===== config.mk =====
export PLATFORM = sky130hd
export DESIGN_NAME = emcs_ctrl
export DESIGN_NICKNAME = d
export VERILOG_FILES = /design/src/hdl/emcs_pkg.sv /design/src/hdl/emcs_ctrl.sv
export SDC_FILE = /design/constraint.sdc
export NUM_CORES = 1
export LEC_CHECK = 0
export ABC_AREA = 0
export BUFFER_PORTS_ARGS = -buffer_cell sky130_fd_sc_hd__buf_2
export CAP_MARGIN = 5
export CORE_UTILIZATION = 53
export DETAILED_ROUTE_END_ITERATION = 8
export GPL_TIMING_DRIVEN = 0
export PLACE_DENSITY_LB_ADDON = 0.25
export REMOVE_ABC_BUFFERS = 1
export SLEW_MARGIN = 20
export SYNTH_ARGS = -nofsm -noshare
export SYNTH_HDL_FRONTEND = slang
export SYNTH_SLANG_ARGS = --single-unit

===== constraint.sdc =====
create_clock -name i_clk -period 4.6 [get_ports i_clk]
set_clock_uncertainty 0.05 [all_clocks]
set_input_delay 0.92 -clock i_clk [delete_from_list [all_inputs] [get_ports i_clk]]
set_output_delay 0.92 -clock i_clk [all_outputs]
set_load 0.01 [all_outputs]

===== src/hdl/emcs_pkg.sv =====
package emcs_pkg;
	// ---------------------------------------------
	// register map (word offsets, bytes)
	// ---------------------------------------------
	localparam logic [7:0] ADDR_CSR     = 8'h00;
	localparam logic [7:0] ADDR_BASE    = 8'h04;
	localparam logic [7:0] ADDR_ROFF    = 8'h08;
	localparam logic [7:0] ADDR_RDATA   = 8'h0C;
	localparam logic [7:0] ADDR_WDATA   = 8'h10;
	localparam logic [7:0] ADDR_IRQ_ST  = 8'h14;
	localparam logic [7:0] ADDR_IRQ_MSK = 8'h18;
	localparam logic [7:0] ADDR_MEMDIN  = 8'h1C;
	localparam logic [7:0] ADDR_TIMING  = 8'h20;
	// ---------------------------------------------
	// control/status word fields
	// ---------------------------------------------
	localparam logic [23:0] CSR_RESET   = 24'h7C0000;
	localparam int F_BW      = 0;
	localparam int F_WL_LO   = 1;
	localparam int F_AM_LO   = 3;
	localparam int F_INR     = 7;
	localparam int F_INW     = 8;
	localparam int F_IS_LO   = 9;
	localparam int F_WRAP    = 11;
	localparam int F_RTS     = 12;
	localparam int F_DRF     = 13;
	localparam int F_DWE     = 14;
	localparam int F_BDF     = 15;
	localparam int F_BSY     = 16;
	localparam int F_WL2     = 17;
	localparam int F_DTM     = 18;
	localparam int F_STM_LO  = 19;
	localparam int F_EME     = 23;
	localparam logic [23:0] CSR_RO_MASK = 24'h01E000;
	// ---------------------------------------------
	// codes and timing
	// ---------------------------------------------
	localparam logic [3:0] AM_SRAM_ABS = 4'h0;
	localparam logic [3:0] AM_DRAM_LO  = 4'h4;
	localparam logic [3:0] AM_DRAM_ABS = 4'hC;
	localparam logic [1:0] IS_OFF      = 2'h0;
	localparam logic [1:0] IS_WRITE    = 2'h1;
	localparam logic [1:0] IS_READ     = 2'h2;
	localparam logic [1:0] IS_BUFRD    = 2'h3;
	localparam logic [7:0] SRAM_BASE   = 8'h04;
	localparam logic [7:0] DRAM_SLOW   = 8'h0C;
	localparam logic [7:0] DRAM_FAST   = 8'h08;
	localparam logic [7:0] DRAM_REL    = 8'h0C;
	localparam logic [15:0] BASE_ADDR_MAX = 16'hFFFF;
	// irq status bits
	localparam int IRQ_WR    = 0;
	localparam int IRQ_RD    = 1;
	localparam int IRQ_WRAP  = 2;
	typedef struct packed {
		logic [3:0] addr_mode_sel;
		logic [2:0] word_len_sel;
		logic       bus_width_sel;
	} emcs_fmt_type;
endpackage


===== src/hdl/emcs_ctrl.sv =====
// How it works
// four-bit addr_mode_sel picks memory type, address lines and chip selects
// three-bit word_len_sel picks 8/16/24, 16+24addr, 12 or 20 bit words
// bus_width_sel: 0 gives 4-bit data bus, 1 gives 8-bit bus
// incr_after_read set bumps base_address_reg after each read
// incr_after_write set bumps base_address_reg after each write
// irq_source_sel: off, write-empty, read-full, buffer-and-read-full
// wrap interrupt enabled while its control bit is clear
// read_trigger_sel: 0 offset write starts read, 1 data read starts read
// read_reg_full reads 1 while read_data_reg holds a word
// write_reg_empty reads 1 while write_data_reg is empty
// buffer_and_read_full reads 1 when buffer and read register both full
// transfer_pending reads 1 while transfers or requests pend
// SRAM word takes multiplier times (4 plus sram_wait_field) clocks
// absolute DRAM word takes N*12 or N*8 clocks by dram_timing_sel
// iface_enable clear holds the interface in individual reset
// memory answers on selected bus width within programmed clocks
// writes to read-only status flags have no effect
`timescale 1ns/1ps
`default_nettype none
module emcs_ctrl
	import emcs_pkg::*;
(
	// clock and reset
	input  wire logic               i_clk,
	input  wire logic               i_rstn,
	// wishbone slave
	input  wire logic               i_wb_cyc,
	input  wire logic               i_wb_stb,
	input  wire logic               i_wb_we,
	input  wire logic [7:0]         i_wb_adr,
	input  wire logic [3:0]         i_wb_sel,
	input  wire logic [31:0]        i_wb_dat,
	output logic [31:0]             o_wb_dat,
	output logic                    o_wb_ack,
	// memory side
	output logic [3:0]              o_mem_chip_select,
	output logic [15:0]             o_mem_address_lines,
	output logic                    o_mem_ras,
	output logic                    o_mem_cas,
	output logic                    o_mem_rd,
	output logic                    o_mem_wr,
	output logic [23:0]             o_mem_wdata,
	output emcs_pkg::emcs_fmt_type  o_fmt,
	// interrupt
	output logic                    o_irq
);
	import emcs_pkg::*;
	typedef enum logic [1:0] {ST_IDLE, ST_RD, ST_WR} emcs_state_type;

	// ---------------------------------------------
	// bus decode
	// ---------------------------------------------
	logic        req;
	logic        wr_acc;
	logic        rd_acc;
	logic [31:0] wmask;
	logic [31:0] wval;
	assign req    = i_wb_cyc & i_wb_stb & ~o_wb_ack;
	assign wr_acc = req & i_wb_we;
	assign rd_acc = req & ~i_wb_we;
	assign wmask  = {{8{i_wb_sel[3]}}, {8{i_wb_sel[2]}}, {8{i_wb_sel[1]}}, {8{i_wb_sel[0]}}};

	logic [23:0] csr_r;
	logic [15:0] base_r;
	logic [15:0] roff_r;
	logic [23:0] rdata_r;
	logic [23:0] wdata_r;
	logic [23:0] buf_r;
	logic        rfull_r;
	logic        bfull_r;
	logic        wfull_r;
	logic        rpend_r;
	logic [2:0]  irq_st_r;
	logic [2:0]  irq_msk_r;
	logic [23:0] memdin_r;
	logic [7:0]  cnt_r;
	emcs_state_type state_r;

	logic [3:0] am;
	logic [2:0] wl;
	logic       bw;
	logic       en;
	assign am = csr_r[F_AM_LO +: 4];
	assign wl = {csr_r[F_WL2], csr_r[F_WL_LO +: 2]};
	assign bw = csr_r[F_BW];
	assign en = csr_r[F_EME];
	assign o_fmt = '{addr_mode_sel: am, word_len_sel: wl, bus_width_sel: bw};

	// ---------------------------------------------
	// word timing
	// ---------------------------------------------
	logic [7:0] bits_w;
	logic [7:0] n_acc;
	logic [7:0] word_clks;
	always_comb begin
		// word length decode
		case (wl)
			3'h0: bits_w = 8'd8;
			3'h1: bits_w = 8'd16;
			3'h2: bits_w = 8'd24;
			3'h3: bits_w = 8'd16;
			3'h5: bits_w = 8'd12;
			3'h6: bits_w = 8'd20;
			default: bits_w = 8'd8;
		endcase
		// accesses per word by bus width
		if (bw)
			n_acc = (bits_w + 8'd7) >> 3;
		else
			n_acc = bits_w >> 2;
		// sram timing
		if (am < AM_DRAM_LO)
			word_clks = 8'(n_acc * (SRAM_BASE + {4'h0, csr_r[F_STM_LO +: 4]}));
		// absolute dram timing
		else if (am >= AM_DRAM_ABS)
			word_clks = 8'(n_acc * (csr_r[F_DTM] ? DRAM_SLOW : DRAM_FAST));
		else
			word_clks = 8'(n_acc * DRAM_REL);
	end

	// ---------------------------------------------
	// address and strobes
	// ---------------------------------------------
	logic [15:0] eff_addr;
	logic        busy;
	assign busy     = (state_r != ST_IDLE);
	assign eff_addr = 16'(base_r + (state_r == ST_RD ? roff_r : 16'h0000));
	always_comb begin
		// chip select and address lines by mode
		o_mem_chip_select   = 4'h0;
		o_mem_address_lines = eff_addr;
		o_mem_ras           = 1'b0;
		o_mem_cas           = 1'b0;
		if (busy) begin
			case (am)
				AM_SRAM_ABS: o_mem_address_lines = {1'b0, eff_addr[14:0]};
				4'h1: o_mem_chip_select = 4'h1;
				4'h2: o_mem_chip_select = 4'h3;
				4'h3: o_mem_chip_select = 4'hF;
				default: begin
					o_mem_ras = 1'b1;
					o_mem_cas = cnt_r[0];
				end
			endcase
		end
	end
	assign o_mem_rd    = (state_r == ST_RD);
	assign o_mem_wr    = (state_r == ST_WR);
	assign o_mem_wdata = wdata_r;

	// ---------------------------------------------
	// transfer engine
	// ---------------------------------------------
	logic rd_trig;
	logic rd_data_rd;
	logic wdata_wr;
	logic done;
	logic wrap;
	assign rd_data_rd = rd_acc & (i_wb_adr == ADDR_RDATA);
	assign wdata_wr   = wr_acc & (i_wb_adr == ADDR_WDATA) & en;
	// read trigger source
	assign rd_trig    = en & (csr_r[F_RTS] ? rd_data_rd
		: (wr_acc & (i_wb_adr == ADDR_ROFF)));
	assign done       = busy & (cnt_r == 8'h01);
	assign wrap       = done & (base_r == BASE_ADDR_MAX) &
		((state_r == ST_RD & csr_r[F_INR]) | (state_r == ST_WR & csr_r[F_INW]));

	always_ff @(posedge i_clk or negedge i_rstn) begin
		if (!i_rstn) begin
			state_r <= ST_IDLE;
			cnt_r   <= 8'h00;
		// individual reset
		end else if (!en) begin
			state_r <= ST_IDLE;
			cnt_r   <= 8'h00;
		end else begin
			case (state_r)
				ST_IDLE: begin
					if (rpend_r & ~bfull_r) begin
						state_r <= ST_RD;
						cnt_r   <= word_clks;
					end else if (wfull_r) begin
						state_r <= ST_WR;
						cnt_r   <= word_clks;
					end
				end
				ST_RD, ST_WR: begin
					cnt_r <= 8'(cnt_r - 8'h01);
					if (done)
						state_r <= ST_IDLE;
				end
				default: state_r <= ST_IDLE;
			endcase
		end
	end

	// base address, offset, pending read
	always_ff @(posedge i_clk or negedge i_rstn) begin
		if (!i_rstn) begin
			base_r  <= 16'h0000;
			roff_r  <= 16'h0000;
			rpend_r <= 1'b0;
		end else begin
			if (wr_acc & (i_wb_adr == ADDR_BASE))
				base_r <= i_wb_dat[15:0];
			// increment after read
			else if (done & (state_r == ST_RD) & csr_r[F_INR])
				base_r <= 16'(base_r + 16'h0001);
			// increment after write
			else if (done & (state_r == ST_WR) & csr_r[F_INW])
				base_r <= 16'(base_r + 16'h0001);
			if (wr_acc & (i_wb_adr == ADDR_ROFF))
				roff_r <= i_wb_dat[15:0];
			if (!en)
				rpend_r <= 1'b0;
			else if (rd_trig)
				rpend_r <= 1'b1;
			else if (state_r == ST_IDLE & ~bfull_r)
				rpend_r <= 1'b0;
		end
	end

	// read data path: read register first, buffer while read register is full
	always_ff @(posedge i_clk or negedge i_rstn) begin
		if (!i_rstn) begin
			buf_r   <= 24'h000000;
			bfull_r <= 1'b0;
			rdata_r <= 24'h000000;
			rfull_r <= 1'b0;
		end else if (!en) begin
			bfull_r <= 1'b0;
			rfull_r <= 1'b0;
		end else begin
			if (done & (state_r == ST_RD)) begin
				if (!rfull_r | rd_data_rd) begin
					rdata_r <= memdin_r;
					rfull_r <= 1'b1;
				end else begin
					buf_r   <= memdin_r;
					bfull_r <= 1'b1;
				end
			end else if (rd_data_rd) begin
				// read register drains from buffer
				rdata_r <= buf_r;
				rfull_r <= bfull_r;
				bfull_r <= 1'b0;
			end
		end
	end

	// write data register
	always_ff @(posedge i_clk or negedge i_rstn) begin
		if (!i_rstn) begin
			wdata_r <= 24'h000000;
			wfull_r <= 1'b0;
		end else if (!en) begin
			wfull_r <= 1'b0;
		end else if (wdata_wr) begin
			wdata_r <= i_wb_dat[23:0];
			wfull_r <= 1'b1;
		// emptied when transfer starts
		end else if (state_r == ST_IDLE & wfull_r & ~(rpend_r & ~bfull_r)) begin
			wfull_r <= 1'b0;
		end
	end

	// ---------------------------------------------
	// registers
	// ---------------------------------------------
	logic [23:0] status_bits;
	always_comb begin
		status_bits          = 24'h000000;
		// read full flag
		status_bits[F_DRF]   = rfull_r;
		// write empty flag
		status_bits[F_DWE]   = ~wfull_r;
		// buffer and read full
		status_bits[F_BDF]   = bfull_r & rfull_r;
		// busy flag
		status_bits[F_BSY]   = busy | wfull_r | rpend_r;
	end

	always_ff @(posedge i_clk or negedge i_rstn) begin
		if (!i_rstn) begin
			csr_r    <= CSR_RESET & ~CSR_RO_MASK;
			memdin_r <= 24'h000000;
		end else begin
			// status flags not writable
			if (wr_acc & (i_wb_adr == ADDR_CSR))
				csr_r <= ((csr_r & ~wmask[23:0]) | (i_wb_dat[23:0] & wmask[23:0]))
					& ~CSR_RO_MASK;
			if (wr_acc & (i_wb_adr == ADDR_MEMDIN))
				memdin_r <= i_wb_dat[23:0];
		end
	end

	// ---------------------------------------------
	// interrupts
	// ---------------------------------------------
	logic [2:0] ev;
	always_comb begin
		ev = 3'h0;
		// source select
		case (csr_r[F_IS_LO +: 2])
			IS_WRITE: ev[IRQ_WR] = ~wfull_r;
			IS_READ:  ev[IRQ_RD] = rfull_r;
			IS_BUFRD: ev[IRQ_RD] = bfull_r & rfull_r;
			default:  ev[IRQ_RD] = 1'b0;
		endcase
		// wrap enabled when clear
		ev[IRQ_WRAP] = wrap & ~csr_r[F_WRAP];
	end

	always_ff @(posedge i_clk or negedge i_rstn) begin
		if (!i_rstn) begin
			irq_st_r  <= 3'h0;
			irq_msk_r <= 3'h0;
		end else begin
			if (wr_acc & (i_wb_adr == ADDR_IRQ_ST))
				irq_st_r <= (irq_st_r & ~i_wb_dat[2:0]) | ev;
			else
				irq_st_r <= irq_st_r | ev;
			if (wr_acc & (i_wb_adr == ADDR_IRQ_MSK))
				irq_msk_r <= i_wb_dat[2:0];
		end
	end
	assign o_irq = |(irq_st_r & irq_msk_r);

	// read mux and ack
	always_ff @(posedge i_clk or negedge i_rstn) begin
		if (!i_rstn) begin
			o_wb_ack <= 1'b0;
			o_wb_dat <= 32'h00000000;
		end else begin
			o_wb_ack <= req;
			if (rd_acc) begin
				case (i_wb_adr)
					ADDR_CSR:     o_wb_dat <= {8'h00, csr_r | status_bits};
					ADDR_BASE:    o_wb_dat <= {16'h0000, base_r};
					ADDR_ROFF:    o_wb_dat <= {16'h0000, roff_r};
					ADDR_RDATA:   o_wb_dat <= {8'h00, rdata_r};
					ADDR_IRQ_ST:  o_wb_dat <= {29'h0, irq_st_r};
					ADDR_IRQ_MSK: o_wb_dat <= {29'h0, irq_msk_r};
					ADDR_MEMDIN:  o_wb_dat <= {8'h00, memdin_r};
					ADDR_TIMING:  o_wb_dat <= {24'h000000, word_clks};
					default:      o_wb_dat <= 32'h00000000;
				endcase
			end
		end
	end
endmodule
`default_nettype wire


==> flow_results.org, run 1 <==
** Worst setup path
- The worst setup path is captured at an output port.
- Data on the critical path is required at its endpoint by 3630 ps.
- Among all stages on the critical path, the largest delay is contributed by sky130_fd_sc_hd__o32ai_1.
- The most numerous cell type found on the critical path is sky130_fd_sc_hd__inv_1.
- Along the worst path, the maximum fanout reaches 7.
- Biggest cell delay along the critical path :: ~570 ps
- The worst setup path is of the reg2out kind.
- Arr. time, crit path :: 3410 ps
- Worst-path cell chain :: inv_1 -> ha_4 -> and2_1 -> ha_1 -> inv_1 -> fa_1 -> nor2b_1 -> o31a_1 -> o32ai_1 -> o21ai_0 -> a31oi_1 -> xnor2_1 -> buf_2
- The worst setup path is launched from a flop.

** Detailed routing
- Uppermost layer routed :: met5
- After detailed routing, the met2 layer carries 14200 um of wire.
- In this run, the number of DRC markers left after iteration 0 of detailed routing was 665.
- Post-route met1 wirelength :: 12900 um
- Before antenna repair, the detailed router went through 6 iterations.
- Average detailed-routed wire length per instance :: 21.1 um
- Using the TritonRoute via totals, the vias-per-cell ratio works out to roughly 6.1.
- DRC violation count after routing :: 0
- For this block, the via count after detailed routing is about 8.6k.
- Summed over all nets, wire length on met3 after detailed routing comes to 1900 um.
- Wires add up to 29700 um.
- Once detail routing completed, the nets flagged for antenna violations numbered 0.

** Pwr
- VDD sags by at most 0.000276 V.
- Power density of the placed cells :: between 200 and 300 mW/mm2
- Summed over all nets, the switching power comes to 0.000833 W.
- Cell-internal power :: 0.00261 W
- Combinational share of power :: approximately 5.5%
- The clock network burns 44.5% of the power.
- Switching share of power :: ~24%
- Leakage power :: 6.23 nW
- Registers are responsible for 50.0% of the overall power.

** STA
- Final hold violation count :: 0
- Worst Tran Pin Value :: 1080 ps
- Time the final worst path needs with I/O delays and setup :: around 4400 ps
- Setup repair after global routing left no endpoint under its margin.
- Highest attainable clock frequency :: approximately 230 MHz
- Share of the clock period used by the worst path :: 95.3%
- The max-slew violation count came to 0.
- Setup-failing EPs final :: 0
- In this run the tightest slew margin relative to its limit is 27.7%.
- The tightest hold path in the finished design has a slack of 351 ps.

** Synthesis
- Count of cell types in the netlist :: 72
- During synthesis, Yosys emitted a total of 0 warnings.
- The synthesized design contains 0 enable-type register cells.
- Register area share after synthesis :: 43.7%
- In this run, synthesis produced a sequential element count of about 190.
- For this run, the leading register cell type out of synthesis is sky130_fd_sc_hd__dfrtp_1.
- Count leader, synth :: sky130_fd_sc_hd__dfrtp_1
- sky130_fd_sc_hd__dfrtp_1 takes more of the synthesized area than any other cell.
- After synthesis, the largest area contributor takes up 42.5% of total cell area.
- Mapped cell area :: 0.0111 mm2
- After synthesis, the cell types taking the most area are sky130_fd_sc_hd__dfrtp_1 (43%), sky130_fd_sc_hd__mux2_2 (9.8%), sky130_fd_sc_hd__ha_1 (5.4%).
- After technology mapping, the gate count stands at 1030.
- By count the netlist is led by sky130_fd_sc_hd__dfrtp_1 (188), sky130_fd_sc_hd__mux2_2 (96), sky130_fd_sc_hd__nand2_1 (92).
- For this run, asynchronously set or reset flops after synthesis account for 100%.
- The average instance in the mapped netlist occupies 10.7 um2.

** Job
- Across the run, the number of max-cap violations was 0.

** Cells and area
- Fraction of final layout cells with drive strength greater than 1 :: 29.2%
- Compared with the post-synthesis result, the final layout area differs by 13.9%.
- Cells fill 61.9% of the core in the end.
- Number of diodes :: 0
- The net count of the finished layout is approximately 1.2k.
- The layout has 1660 filler cells.
- Area of the multi-input gates :: slightly below 0.006 mm2
- In the final layout, flip-flops and latches occupy 0.00484 mm2.

** Global routing
- Initial antenna violation count :: 1
- Tot GR Track Use :: 28.8%
- Wire length of the first global-routing pass :: 47300 um
- The number of global-route vias before repair was roughly 8.3k.
- Global route total overflow :: 0
- Entering global routing, the biggest net connects 69 pins.

** Floorplanning
- Die width :: 146 um
- Rows :: 52
- The die covers 0.0215 mm2.
- Measured along the y axis, the die boundary spans between 100 and 150 um.
- Starting utilization of the core area :: a little over half
- Core Area :: 0.0204 mm2
- ~140 I/O pins were placed.

** Clock network
- Clock-pin slew on the worst setup and hold paths :: 70 ps
- H-Tree Depth :: 4
- Max Root-Sink Buffers :: 2
- Inserted Clock Buffers :: 17
- The later pin in the worst-skew pair is clocked with a latency of 440 ps.
- TritonCTS clock tree :: done
- Root buffer cell :: sky130_fd_sc_hd__clkbuf_16
- TritonCTS sink count :: 193

** Place
- At the end of routability-driven placement, the weighted congestion stood at around 0.9.
- I/O Buffers :: roughly 120
- Summed over all nets, the half-perimeter wirelength after detailed placement is 20500 um.

** Status
- The run finished with clean final reports.

** Worst hold path
- The tightest min-delay check is of the in2async type.
[power groups by stage]
stage	logic, W	clock network [W]	registers [W]
5_1_grt	0.000208	0.00162	0.00172
4_1_cts	0.000190	0.00156	0.00172
3_5_place_dp	0.000187	0	0.00175
2_1_floorplan	0.0000694	0	0.00175
6_report	0.000189	0.00153	0.00172
3_3_place_gp	0.000173	0	0.00175
[kinds of logic after synthesis]
family / share of synthesized area (%)
muxes: 17.2
DFF: 43.7
AOI/OAI and AO/OA: 12.9
other: 0.0339
and+or+nand+nor: 12.8
buffers and inverters: 4.33
xor gates and xnor gates: 2.45
adders and majority gates: 6.52
[metal layers]
metal | global-route usage [%] | vias to the layer above
met5 | 0 | -
met4 | 10.0 | 2
met3 | 5.13 | 48
met2 | 45.3 | 316
met1 | 40.2 | 4297
li1 | - | 3913
[final timing paths]
check                       startpoint                       to  slack (ps)  depth (start not counted)
max                         state_r[1]  o_mem_address_lines[12]         220                         13
min                             i_rstn           o_mem_wdata[0]         350                          1
max reg2reg                       flop                 cnt_r[5]         220                         20
min reg2reg                rdata_r[15]              rdata_r[15]         430                          2
max in group asynchronous       i_rstn             memdin_r[23]        3100                          3
min in group i_clk         rdata_r[15]              rdata_r[15]         430                          2
[repair_timing]
action	in CTS	in global routing
gates resized for setup	5	11
buffers inserted	2	4
endpoints found under the setup margin	13	12
hold buffers	0	0
pin swaps	1	3
[placed cells by master, fill, tap and decap left out, types with 30 or more instances in the layout]
cell type,count
sky130_fd_sc_hd__mux2i_1,41
sky130_fd_sc_hd__nand2_1,91
sky130_fd_sc_hd__mux2_2,96
sky130_fd_sc_hd__dfrtp_1,185
sky130_fd_sc_hd__inv_1,32
sky130_fd_sc_hd__and2_1,30
sky130_fd_sc_hd__buf_2,120
sky130_fd_sc_hd__nor2_1,36
sky130_fd_sc_hd__ha_1,46
sky130_fd_sc_hd__o21ai_0,69
[worst max-delay path, delay by kind of cell (launching register included)]
family / cells / cell delay (ps)
buffers and inverters: 3 / 330
xor gates and xnor gates: 1 / 140
DFF: 1 / 360
adders and majority gates: 3 / 630
AOI/OAI and AO/OA: 4 / 1320
and+or+nand+nor: 2 / 210
[area by class of cell]
cell class / count / area share, %
Clock buffer: 20 / 3.63
Clock inverter: 12 / 1.14
Inverter: 32 / 0.954
Multi-Input combinational cell: 743 / 46.7
Sequential cell: 193 / 38.4
Tap cell: 270 / 2.68
Timing Repair Buffer: 137 / 6.51
[through the flow]
| step | cell area (um2) | cells | setup TNS (ps) | total power [W] | worst slack [ps] |
|---|---|---|---|---|---|
| 2_1_floorplan | 10700 | 968 | -7690 | 0.00182 | -245 |
| 6_report | 12600 | 1407 | 0 | 0.00344 | 218 |
| 3_3_place_gp | 11700 | 1359 | -410770 | 0.00193 | -4100 |
| 5_1_grt | 12600 | 1407 | 0 | 0.00355 | 11.1 |
| 4_1_cts | 12500 | 1403 | 0 | 0.00347 | 37.8 |
| 3_5_place_dp | 11900 | 1369 | -5300 | 0.00194 | -734 |
(Power assumes the default switching activity.)
==> run 2, diff against run 1 <==
--- a/config.mk
+++ b/config.mk
@@ -8,11 +8,12 @@
 export ABC_AREA = 0
 export BUFFER_PORTS_ARGS = -buffer_cell sky130_fd_sc_hd__buf_2
 export CAP_MARGIN = 5
-export CORE_UTILIZATION = 53
+export CORE_UTILIZATION = 30
 export DETAILED_ROUTE_END_ITERATION = 8
 export GPL_TIMING_DRIVEN = 0
 export PLACE_DENSITY_LB_ADDON = 0.25
 export REMOVE_ABC_BUFFERS = 1
+export SETUP_SLACK_MARGIN = 0.3
 export SLEW_MARGIN = 20
 export SYNTH_ARGS = -nofsm -noshare
 export SYNTH_HDL_FRONTEND = slang
==> run 2 against run 1 <==
  * Non-clock buffer count rose by 7
  * Count of clock-buffer cells in the layout unchanged
  * Largest power group unchanged
  * Final area up 3.0%
  * Core utilization is 26 points lower
  * Clock power about the same
  * Cell count grew 14%
  * Via count down 2.3%
  * Critical path type is now reg2reg
  * Worst hold slack worse by 73 ps
==> flow_results.org, run 2 (synthesis gave the netlist of run 1 again) <==
** STA
- The max-slew violation count came to 0 (unchanged).
- The slew at the pin closest to its max-slew limit came to 1070 ps (-12.4 ps).
- Hold Worst Slack :: 277 ps (-73.3 ps)
- The final-report setup violation count came to 0 (unchanged).
- The headroom to the max-slew limit is 28.5% (+0.83 points).
- The ratio of final minimum period to clock period was 90.9% (-4.4 points).
- The sum of negative setup slack was 0 ps (unchanged).
- The minimum clock period after layout was 4180 ps (-203 ps).
- The number of hold violations in the final report is 0 (unchanged).
- RSZ-0062 raised after global routing :: yes
- Highest attainable clock frequency :: 239 MHz (+4.9%)

** Detailed routing
- The total met3 wirelength after detailed routing is 1750 um (-8.1%).
- The first-iteration detailed-routing DRC count was 634 (-4.7%).
- Post-route met1 wirelength :: 15900 um (+23%)
- Number of detailed-routing iterations run before antenna repair :: 5 (-1)
- The residual antenna-violating net count after detailed routing was 0 (unchanged).
- Total Wirelength :: 33500 um (+13%)
- Signal routing reaches up to met5.
- Average detailed-routed wire length per instance :: 20.9 um (-1.2%)
- The vias per cell was 5.22 (-14%).
- The DRC violation count after routing was 0 (unchanged).
- The sum of met2 wire segment lengths after detailed routing was 15300 um (+7.6%).
- The count of vias placed by the detailed router came to 8380 (-2.3%).

** Worst setup path
- Arr. time, crit path :: 4500 ps (+1090 ps)
- STA classifies the critical path startpoint as a flop.
- CP required :: 4920 ps (+1290 ps)
- The worst setup path is of the reg2reg kind.
- The top fanout value on the critical path came to 6 (-1).
- STA classifies the critical path endpoint as a flop.

** Pwr
- The share of total power in sequential cells is 50.2% (+0.2 points).
- The total leakage power came to 6.26 nW (+0.38%).
- Combinational share of power :: 5.7% (+0.2 points)
- The peak supply drop is 0.000276 V (-0.25%).
- Clock network fraction of design power :: 44.1% (-0.4 points)
- The switching power total was 0.000886 W (+6.3%).
- Power density of the placed cells :: 264 mW/mm2 (-3.3%)
- Cell-internal power :: 0.00255 W (-2.5%)
- Switching share of power :: 25.8% (+1.6 points)

** Floorplanning
- The area of the core region came to 0.0359 mm2 (+76%).
- The full die area was 0.0376 mm2 (+75%).
- Starting utilization of the core area :: 30.8% (-24 points)
- The number of placement rows was 69 (+33%).
- Die height :: 194 um (+32%)
- The width of the die was 194 um (+32%).
- Top Ports :: 139 (unchanged)

** Cells and area
- The number of inserted filler cells in the final layout came to 3599 (+120%).
- Most common library cell in the layout ignoring fill and taps :: sky130_fd_sc_hd__dfrtp_1
- The post-layout instance area came to 0.0130 mm2 (+3.0%).
- The number of diodes added for antenna fixing came to 0 (unchanged).
- Relative to the synthesized area, the layout overhead comes to 17.4%.
- Fraction of final layout cells with drive strength greater than 1 :: 30.7% (+1.5 points)
- Count of nets after finishing :: 1234 (+0.57%)
- In the layout the commonest cells are sky130_fd_sc_hd__dfrtp_1 (185), sky130_fd_sc_hd__buf_2 (121), sky130_fd_sc_hd__mux2_2 (96).

** Clock network
- Root buffer cell :: sky130_fd_sc_hd__clkbuf_16
- H-Tree Depth :: 4 (unchanged)
- The number of clock sinks was 193 (unchanged).
- Clock-pin slew on the worst setup and hold paths :: 80 ps (about the same)
- TritonCTS built the clock tree.
- The number of buffers between clock root and the deepest sink was 2 (unchanged).
- Clk Latency, worst-skew pair :: 450 ps (about the same)
- Inserted Clock Buffers :: 17 (unchanged)
- The hold buffer count at cts was 0 (unchanged).

** Global routing
- Global route total overflow :: 0 (unchanged)
- The number of antenna violations at the first check in global routing was 4 (+3).
- Tot GR Track Use :: 18.0% (-11 points)
- The number of global-route vias before repair came to 8148 (-2.1%).
- Maximum number of pins on one net before global-route repair :: 88 (+28%)
- The wire length of the first global-routing pass came to 51000 um (+7.8%).

** Worst hold path
- The tightest min-delay check is of the in2async type.

** Place
- Final weighted congestion in routability-driven placement :: 0.852 (-5.2%)
- The placed cell area was 0.0122 mm2 (+2.4%).
- The count of buffers inserted at the top-level ports was 121 (unchanged).
- Post-DP HPWL :: 23600 um (+15%)

** Job
- Maximum capacitance violations :: 0 (unchanged)

** Status
- The run finished with clean final reports.
[run 2: worst max-delay path, cell delays in order, from the launching register on]
cell and delay, ps:
sky130_fd_sc_hd__dfrtp_2 470, sky130_fd_sc_hd__nor2b_4 160, sky130_fd_sc_hd__o21a_1 200, sky130_fd_sc_hd__ha_2 200, sky130_fd_sc_hd__xor2_1 180, sky130_fd_sc_hd__nor3b_2 80
sky130_fd_sc_hd__a211oi_4 270, sky130_fd_sc_hd__buf_4 220, sky130_fd_sc_hd__and2_1 130, sky130_fd_sc_hd__ha_1 230, sky130_fd_sc_hd__ha_1 300, sky130_fd_sc_hd__ha_1 290
sky130_fd_sc_hd__ha_1 330, sky130_fd_sc_hd__and2_1 160, sky130_fd_sc_hd__mux2i_1 210, sky130_fd_sc_hd__o31ai_2 120, sky130_fd_sc_hd__or3_1 390, sky130_fd_sc_hd__o211ai_1 90
[run 2: final cells by class]
class	count	area, um2	share of cell area (%)
clock buffer	20	447	3.44
timing repair buffer	144	890	6.85
sequential	193	4840	37.3
tap	461	577	4.44
inverter	32	120	0.925
clock inverter	12	126	0.973
multi-input combinational	743	5980	46.1
[run 2: metal layers]
metal,global-route usage [%],vias up
met3,3.88,39
met4,4.47,8
met1,25.3,4186
li1,-,3918
met5,0,-
met2,28.1,229
[run 2: through the flow]
stage	cells	utilization [%]	total power (W)	setup slack, ps
after global placement	1550	33.2	0.00194	-4570
after CTS	1602	35.9	0.00347	292
final	1605	36.1	0.00343	420
after detailed placement	1562	33.9	0.00195	-349
after global routing	1605	36.1	0.00355	265
after floorplan	968	-	0.00182	-245
[run 2: worst paths after layout]
kind | to | cells past startpoint | start | slack, ps
setup / recovery | cnt_r[5] | 17 | flop | 420
hold / removal | o_mem_wdata[15] | 1 | i_rstn | 280
setup reg to reg | cnt_r[5] | 17 | flop | 420
hold reg to reg | rdata_r[2] | 2 | rdata_r[2] | 430
max in group asynchronous | base_r[5] | 3 | i_rstn | 3070
min in group i_clk | rdata_r[2] | 2 | rdata_r[2] | 430
[run 2: power by group through the flow]
| stage | Sequential, W | Clock, W | Combinational [W] |
|---|---|---|---|
| after floorplan | 0.00175 | 0 | 0.0000694 |
| after global placement | 0.00175 | 0 | 0.000183 |
| after detailed placement | 0.00176 | 0 | 0.000196 |
| after CTS | 0.00172 | 0.00155 | 0.000199 |
| after global routing | 0.00172 | 0.00161 | 0.000218 |
| final | 0.00172 | 0.00151 | 0.000197 |
[run 2: what timing repair did]
item	4_1_cts	5_1_grt
resized for setup	19	13
endpoints found under the setup margin	19	12
gates cloned	0	0
pin swaps	6	9
setup buffers	8	3
==> run 3, diff against run 2 <==
--- a/config.mk
+++ b/config.mk
@@ -6,10 +6,10 @@
 export NUM_CORES = 1
 export LEC_CHECK = 0
 export ABC_AREA = 0
-export BUFFER_PORTS_ARGS = -buffer_cell sky130_fd_sc_hd__buf_2
 export CAP_MARGIN = 5
-export CORE_UTILIZATION = 30
+export CORE_UTILIZATION = 55
 export DETAILED_ROUTE_END_ITERATION = 8
+export DONT_BUFFER_PORTS = 1
 export GPL_TIMING_DRIVEN = 0
 export PLACE_DENSITY_LB_ADDON = 0.25
 export REMOVE_ABC_BUFFERS = 1
==> run 3 against run 2 <==
  * Sequential power is essentially flat
  * Worst hold slack worse by 150 ps
  * Final area shrank 6.0%
  * Combinational power fell by 49%
  * Largest power group unchanged
  * Critical path depth increased by 1
  * Sequential share of layout area rose by 2.4 points
  * Critical path type unchanged
==> flow_results.org, run 3 (synthesis gave the netlist of run 1 again) <==
** Status
- The run finished with clean final reports.

** Global routing
- Maximum number of pins on one net before global-route repair :: 194 (+120%)
- Number of global-route vias before repair :: 8224 (+0.93%)
- The wire length of the first global-routing pass came to 45700 um (-10%).
- Tot GR Track Use :: 29.6% (+12 points)
- The number of antenna violations at the first check in global routing came to 0 (-4).
- The aggregate global routing overflow came to 0 (unchanged).

** Pwr
- Worst voltage drop across the vdd grid :: 0.000233 V (-15%)
- Clock network fraction of design power :: 45.4% (+1.3 points)
- The part of the power in combinational logic is 3.0% (-2.7 points).
- Leakage power :: 5.65 nW (-9.7%)
- Power consumption :: 0.00334 W (-2.6%)
- Cell-internal power :: 0.00255 W (+0.24%)
- The net switching share of the total power was 23.6% (-2.2 points).
- Share of total power in sequential cells :: 51.6% (+1.4 points)
- The power per cell area came to 274 mW/mm2 (+3.6%).
- The switching power total was 0.000789 W (-11%).

** Worst setup path
- The critical path is of the reg2reg type.
- Kind of start point of the critical path :: flop
- The worst setup path is captured at a flop.
- Walking the worst path, the cells encountered are nor2b_4 -> o21a_1 -> ha_2 -> xor2_2 -> nor3b_2 -> a211oi_4 -> nand2_1 -> fa_1 -> inv_2 -> ha_4 -> ha_4 -> ha_4 -> nor2b_4 -> o21ai_2 -> a21oi_1 -> a31oi_1 -> o211ai_1 -> o311ai_1.
- CP required :: 4870 ps (-50 ps)
- Endpoint of the lowest-slack register-to-register path :: o_wb_dat[6]
- Among the stages of the critical path, the cell type that occurs most often is sky130_fd_sc_hd__ha_4.
- The register-to-register path setup slack came to 390 ps (-30 ps).
- The number of cell instances on the worst register-to-register path was 18 (+1).
- Arr. time, crit path :: 4480 ps (-20 ps)
- The delay contributed by the slowest stage of the critical path was 530 ps (+60 ps).
- The cell family contributing the most delay on the critical path is adder cells.
- On the critical path, the stage with the largest delay is an instance of sky130_fd_sc_hd__dfrtp_2.
- The number of buffer and inverter instances along the worst setup path was 1 (unchanged).
- Maximum fanout encountered on the critical timing path :: 6 (unchanged)

** Cells and area
- The library cell used most frequently in the layout, excluding fill and tap cells, is sky130_fd_sc_hd__dfrtp_1.
- The final instance count without filler cells came to 1288 (-20%).
- The net count of the finished layout was 1113 (-9.8%).
- The end-of-flow core utilization is 62.3% (+26 points).
- The combined area of the multi-input logic cells came to 0.00609 mm2 (+1.9%).
- Leading cell types in the layout, fill and taps excluded :: sky130_fd_sc_hd__dfrtp_1 (185), sky130_fd_sc_hd__mux2_2 (96), sky130_fd_sc_hd__nand2_1 (91)
- Cell area after layout :: 0.0122 mm2 (-6.0%)
- Final-layout fill cell count :: 1584 (-56%)
- The number of diodes added for antenna fixing came to 0 (unchanged).
- Fraction of final layout cells with drive strength greater than 1 :: 24.4% (-6.2 points)
- Total area of sequential cells :: 0.00484 mm2 (unchanged)
- The area growth from synthesis to layout is 10.3%.

** Place
- Inst Count DP :: 1242 (-20%)
- The detailed-placement wirelength estimate is 20000 um (-15%).
- Placed inst area :: 0.0112 mm2 (-7.8%)
- I/O Buffers :: 0 (-100%)
- The final weighted congestion in routability-driven placement was 0.952 (+12%).

** STA
- The fmax is 238 MHz (-0.73%).
- Setup-failing EPs final :: 0 (unchanged)
- The ratio of final minimum period to clock period is 91.5% (+0.67 points).
- The max-slew violation count came to 0 (unchanged).
- Time the final worst path needs with I/O delays and setup :: 4210 ps (+30.8 ps)
- Final hold violation count :: 0 (unchanged)
- The headroom to the max-slew limit is 32.4% (+3.9 points).
- TNS Setup :: 0 ps (unchanged)
- Worst Tran Pin Value :: 1010 ps (-58.4 ps)
- Setup repair after global routing could not meet its margin everywhere.

** Floorplanning
- The width of the die is 144 um (-26%).
- Die height :: 144 um (-26%)
- Top Ports :: 139 (unchanged)
- Starting utilization of the core area :: 56.5% (+26 points)
- Rows :: 51 (-26%)
- Core Area :: 0.0196 mm2 (-45%)
- The full die area is 0.0207 mm2 (-45%).

** Clock network
- Root buffer cell :: sky130_fd_sc_hd__clkbuf_16
- The clock latency of the later-clocked register in the worst-skew pair is 430 ps (-20 ps).
- The clock transition at the registers of the reported paths was 80 ps (about the same).
- TritonCTS sink count :: 193 (unchanged)
- The H-tree depth is 4 (unchanged).
- The number of buffers between clock root and the deepest sink was 2 (unchanged).
- TritonCTS built the clock tree.
- The TritonCTS buffer count is 17 (unchanged).

** Detailed routing
- Number of DRC markers after the initial detailed-route iteration :: 680 (+7.3%)
- The number of optimization iterations in the first detailed-route pass came to 5 (unchanged).
- The vias per cell came to 6.38 (+22%).
- DRC violation count after routing :: 0 (unchanged)
- Total Wirelength :: 29800 um (-11%)
- The residual antenna-violating net count after detailed routing was 0 (unchanged).
- Total via count after detailed routing :: 8220 (-1.9%)
- Average detailed-routed wire length per instance :: 23.1 um (+11%)

** Worst hold path
- In this run the worst hold path is classified as in2async.

** Job
- The count of max-cap constraint violations came to 0 (unchanged).
## run 3: layout make-up
| type | count | area share, % |
|---|---|---|
| clock inverters | 12 | 1.15 |
| clock buffers | 20 | 3.74 |
| repair buffers | 23 | 1.80 |
| multi-input cells | 743 | 49.9 |
| well taps | 265 | 2.72 |
| inverters | 32 | 0.984 |
| flip-flops and latches | 193 | 39.7 |
## run 3: worst max path at each step
stage	end	startpoint	slack (ps)	cells after the start
floorplan	memdin_r[0]	i_wb_adr[0]	-250	3
global placement	memdin_r[9]	i_wb_adr[0]	-3510	3
detailed placement	o_wb_dat[6]	flop	-840	18
CTS	o_wb_dat[6]	flop	290	18
global route	o_wb_dat[6]	flop	200	18
finish	o_wb_dat[6]	flop	390	18
## run 3: power by group through the flow
| stage | clock [W] | sequential [W] | combinational [W] |
|---|---|---|---|
| 6_report | 0.00152 | 0.00172 | 0.000101 |
| 3_3_place_gp | 0 | 0.00175 | 0.0000881 |
| 2_1_floorplan | 0 | 0.00175 | 0.0000694 |
| 5_1_grt | 0.00159 | 0.00172 | 0.000109 |
| 3_5_place_dp | 0 | 0.00176 | 0.0000934 |
| 4_1_cts | 0.00153 | 0.00172 | 0.0000970 |
## run 3: worst reg2reg max path, stage by stage (launching register included)
cell                       delay (ps)
sky130_fd_sc_hd__dfrtp_2          530
sky130_fd_sc_hd__nor2b_4          240
sky130_fd_sc_hd__o21a_1           160
sky130_fd_sc_hd__ha_2             220
sky130_fd_sc_hd__xor2_2           190
sky130_fd_sc_hd__nor3b_2           80
sky130_fd_sc_hd__a211oi_4         280
sky130_fd_sc_hd__nand2_1          120
sky130_fd_sc_hd__fa_1             510
sky130_fd_sc_hd__inv_2             50
sky130_fd_sc_hd__ha_4             270
sky130_fd_sc_hd__ha_4             200
sky130_fd_sc_hd__ha_4             230
sky130_fd_sc_hd__nor2b_4          130
sky130_fd_sc_hd__o21ai_2          120
sky130_fd_sc_hd__a21oi_1           80
sky130_fd_sc_hd__a31oi_1          170
sky130_fd_sc_hd__o211ai_1         150
sky130_fd_sc_hd__o311ai_1         320
## run 3: repair_timing
action,CTS,global route
hold endpoints to repair,0,0
setup buffers,4,10
hold buffers,0,0
resized for setup,25,32
endpoints found under the setup margin,14,13
pin swaps,6,37
## run 3: metrics by stage
stage,worst slack [ps],hold slack [ps]
after global placement,-3510,408
after floorplan,-245,394
after global routing,204,115
final,390,131
after detailed placement,-843,420
after CTS,289,118
## run 3: metal layers
metal | GRT usage, % | wire (um) | vias to the layer above | share of wire (%)
li1 | - | - | 3681 | -
met3 | 7.60 | 2230 | 51 | 7.5
met4 | 10.8 | 811 | 0 | 2.7
met2 | 46.9 | 14200 | 331 | 48
met5 | 0 | 0 | - | 0
met1 | 39.2 | 12500 | 4157 | 42
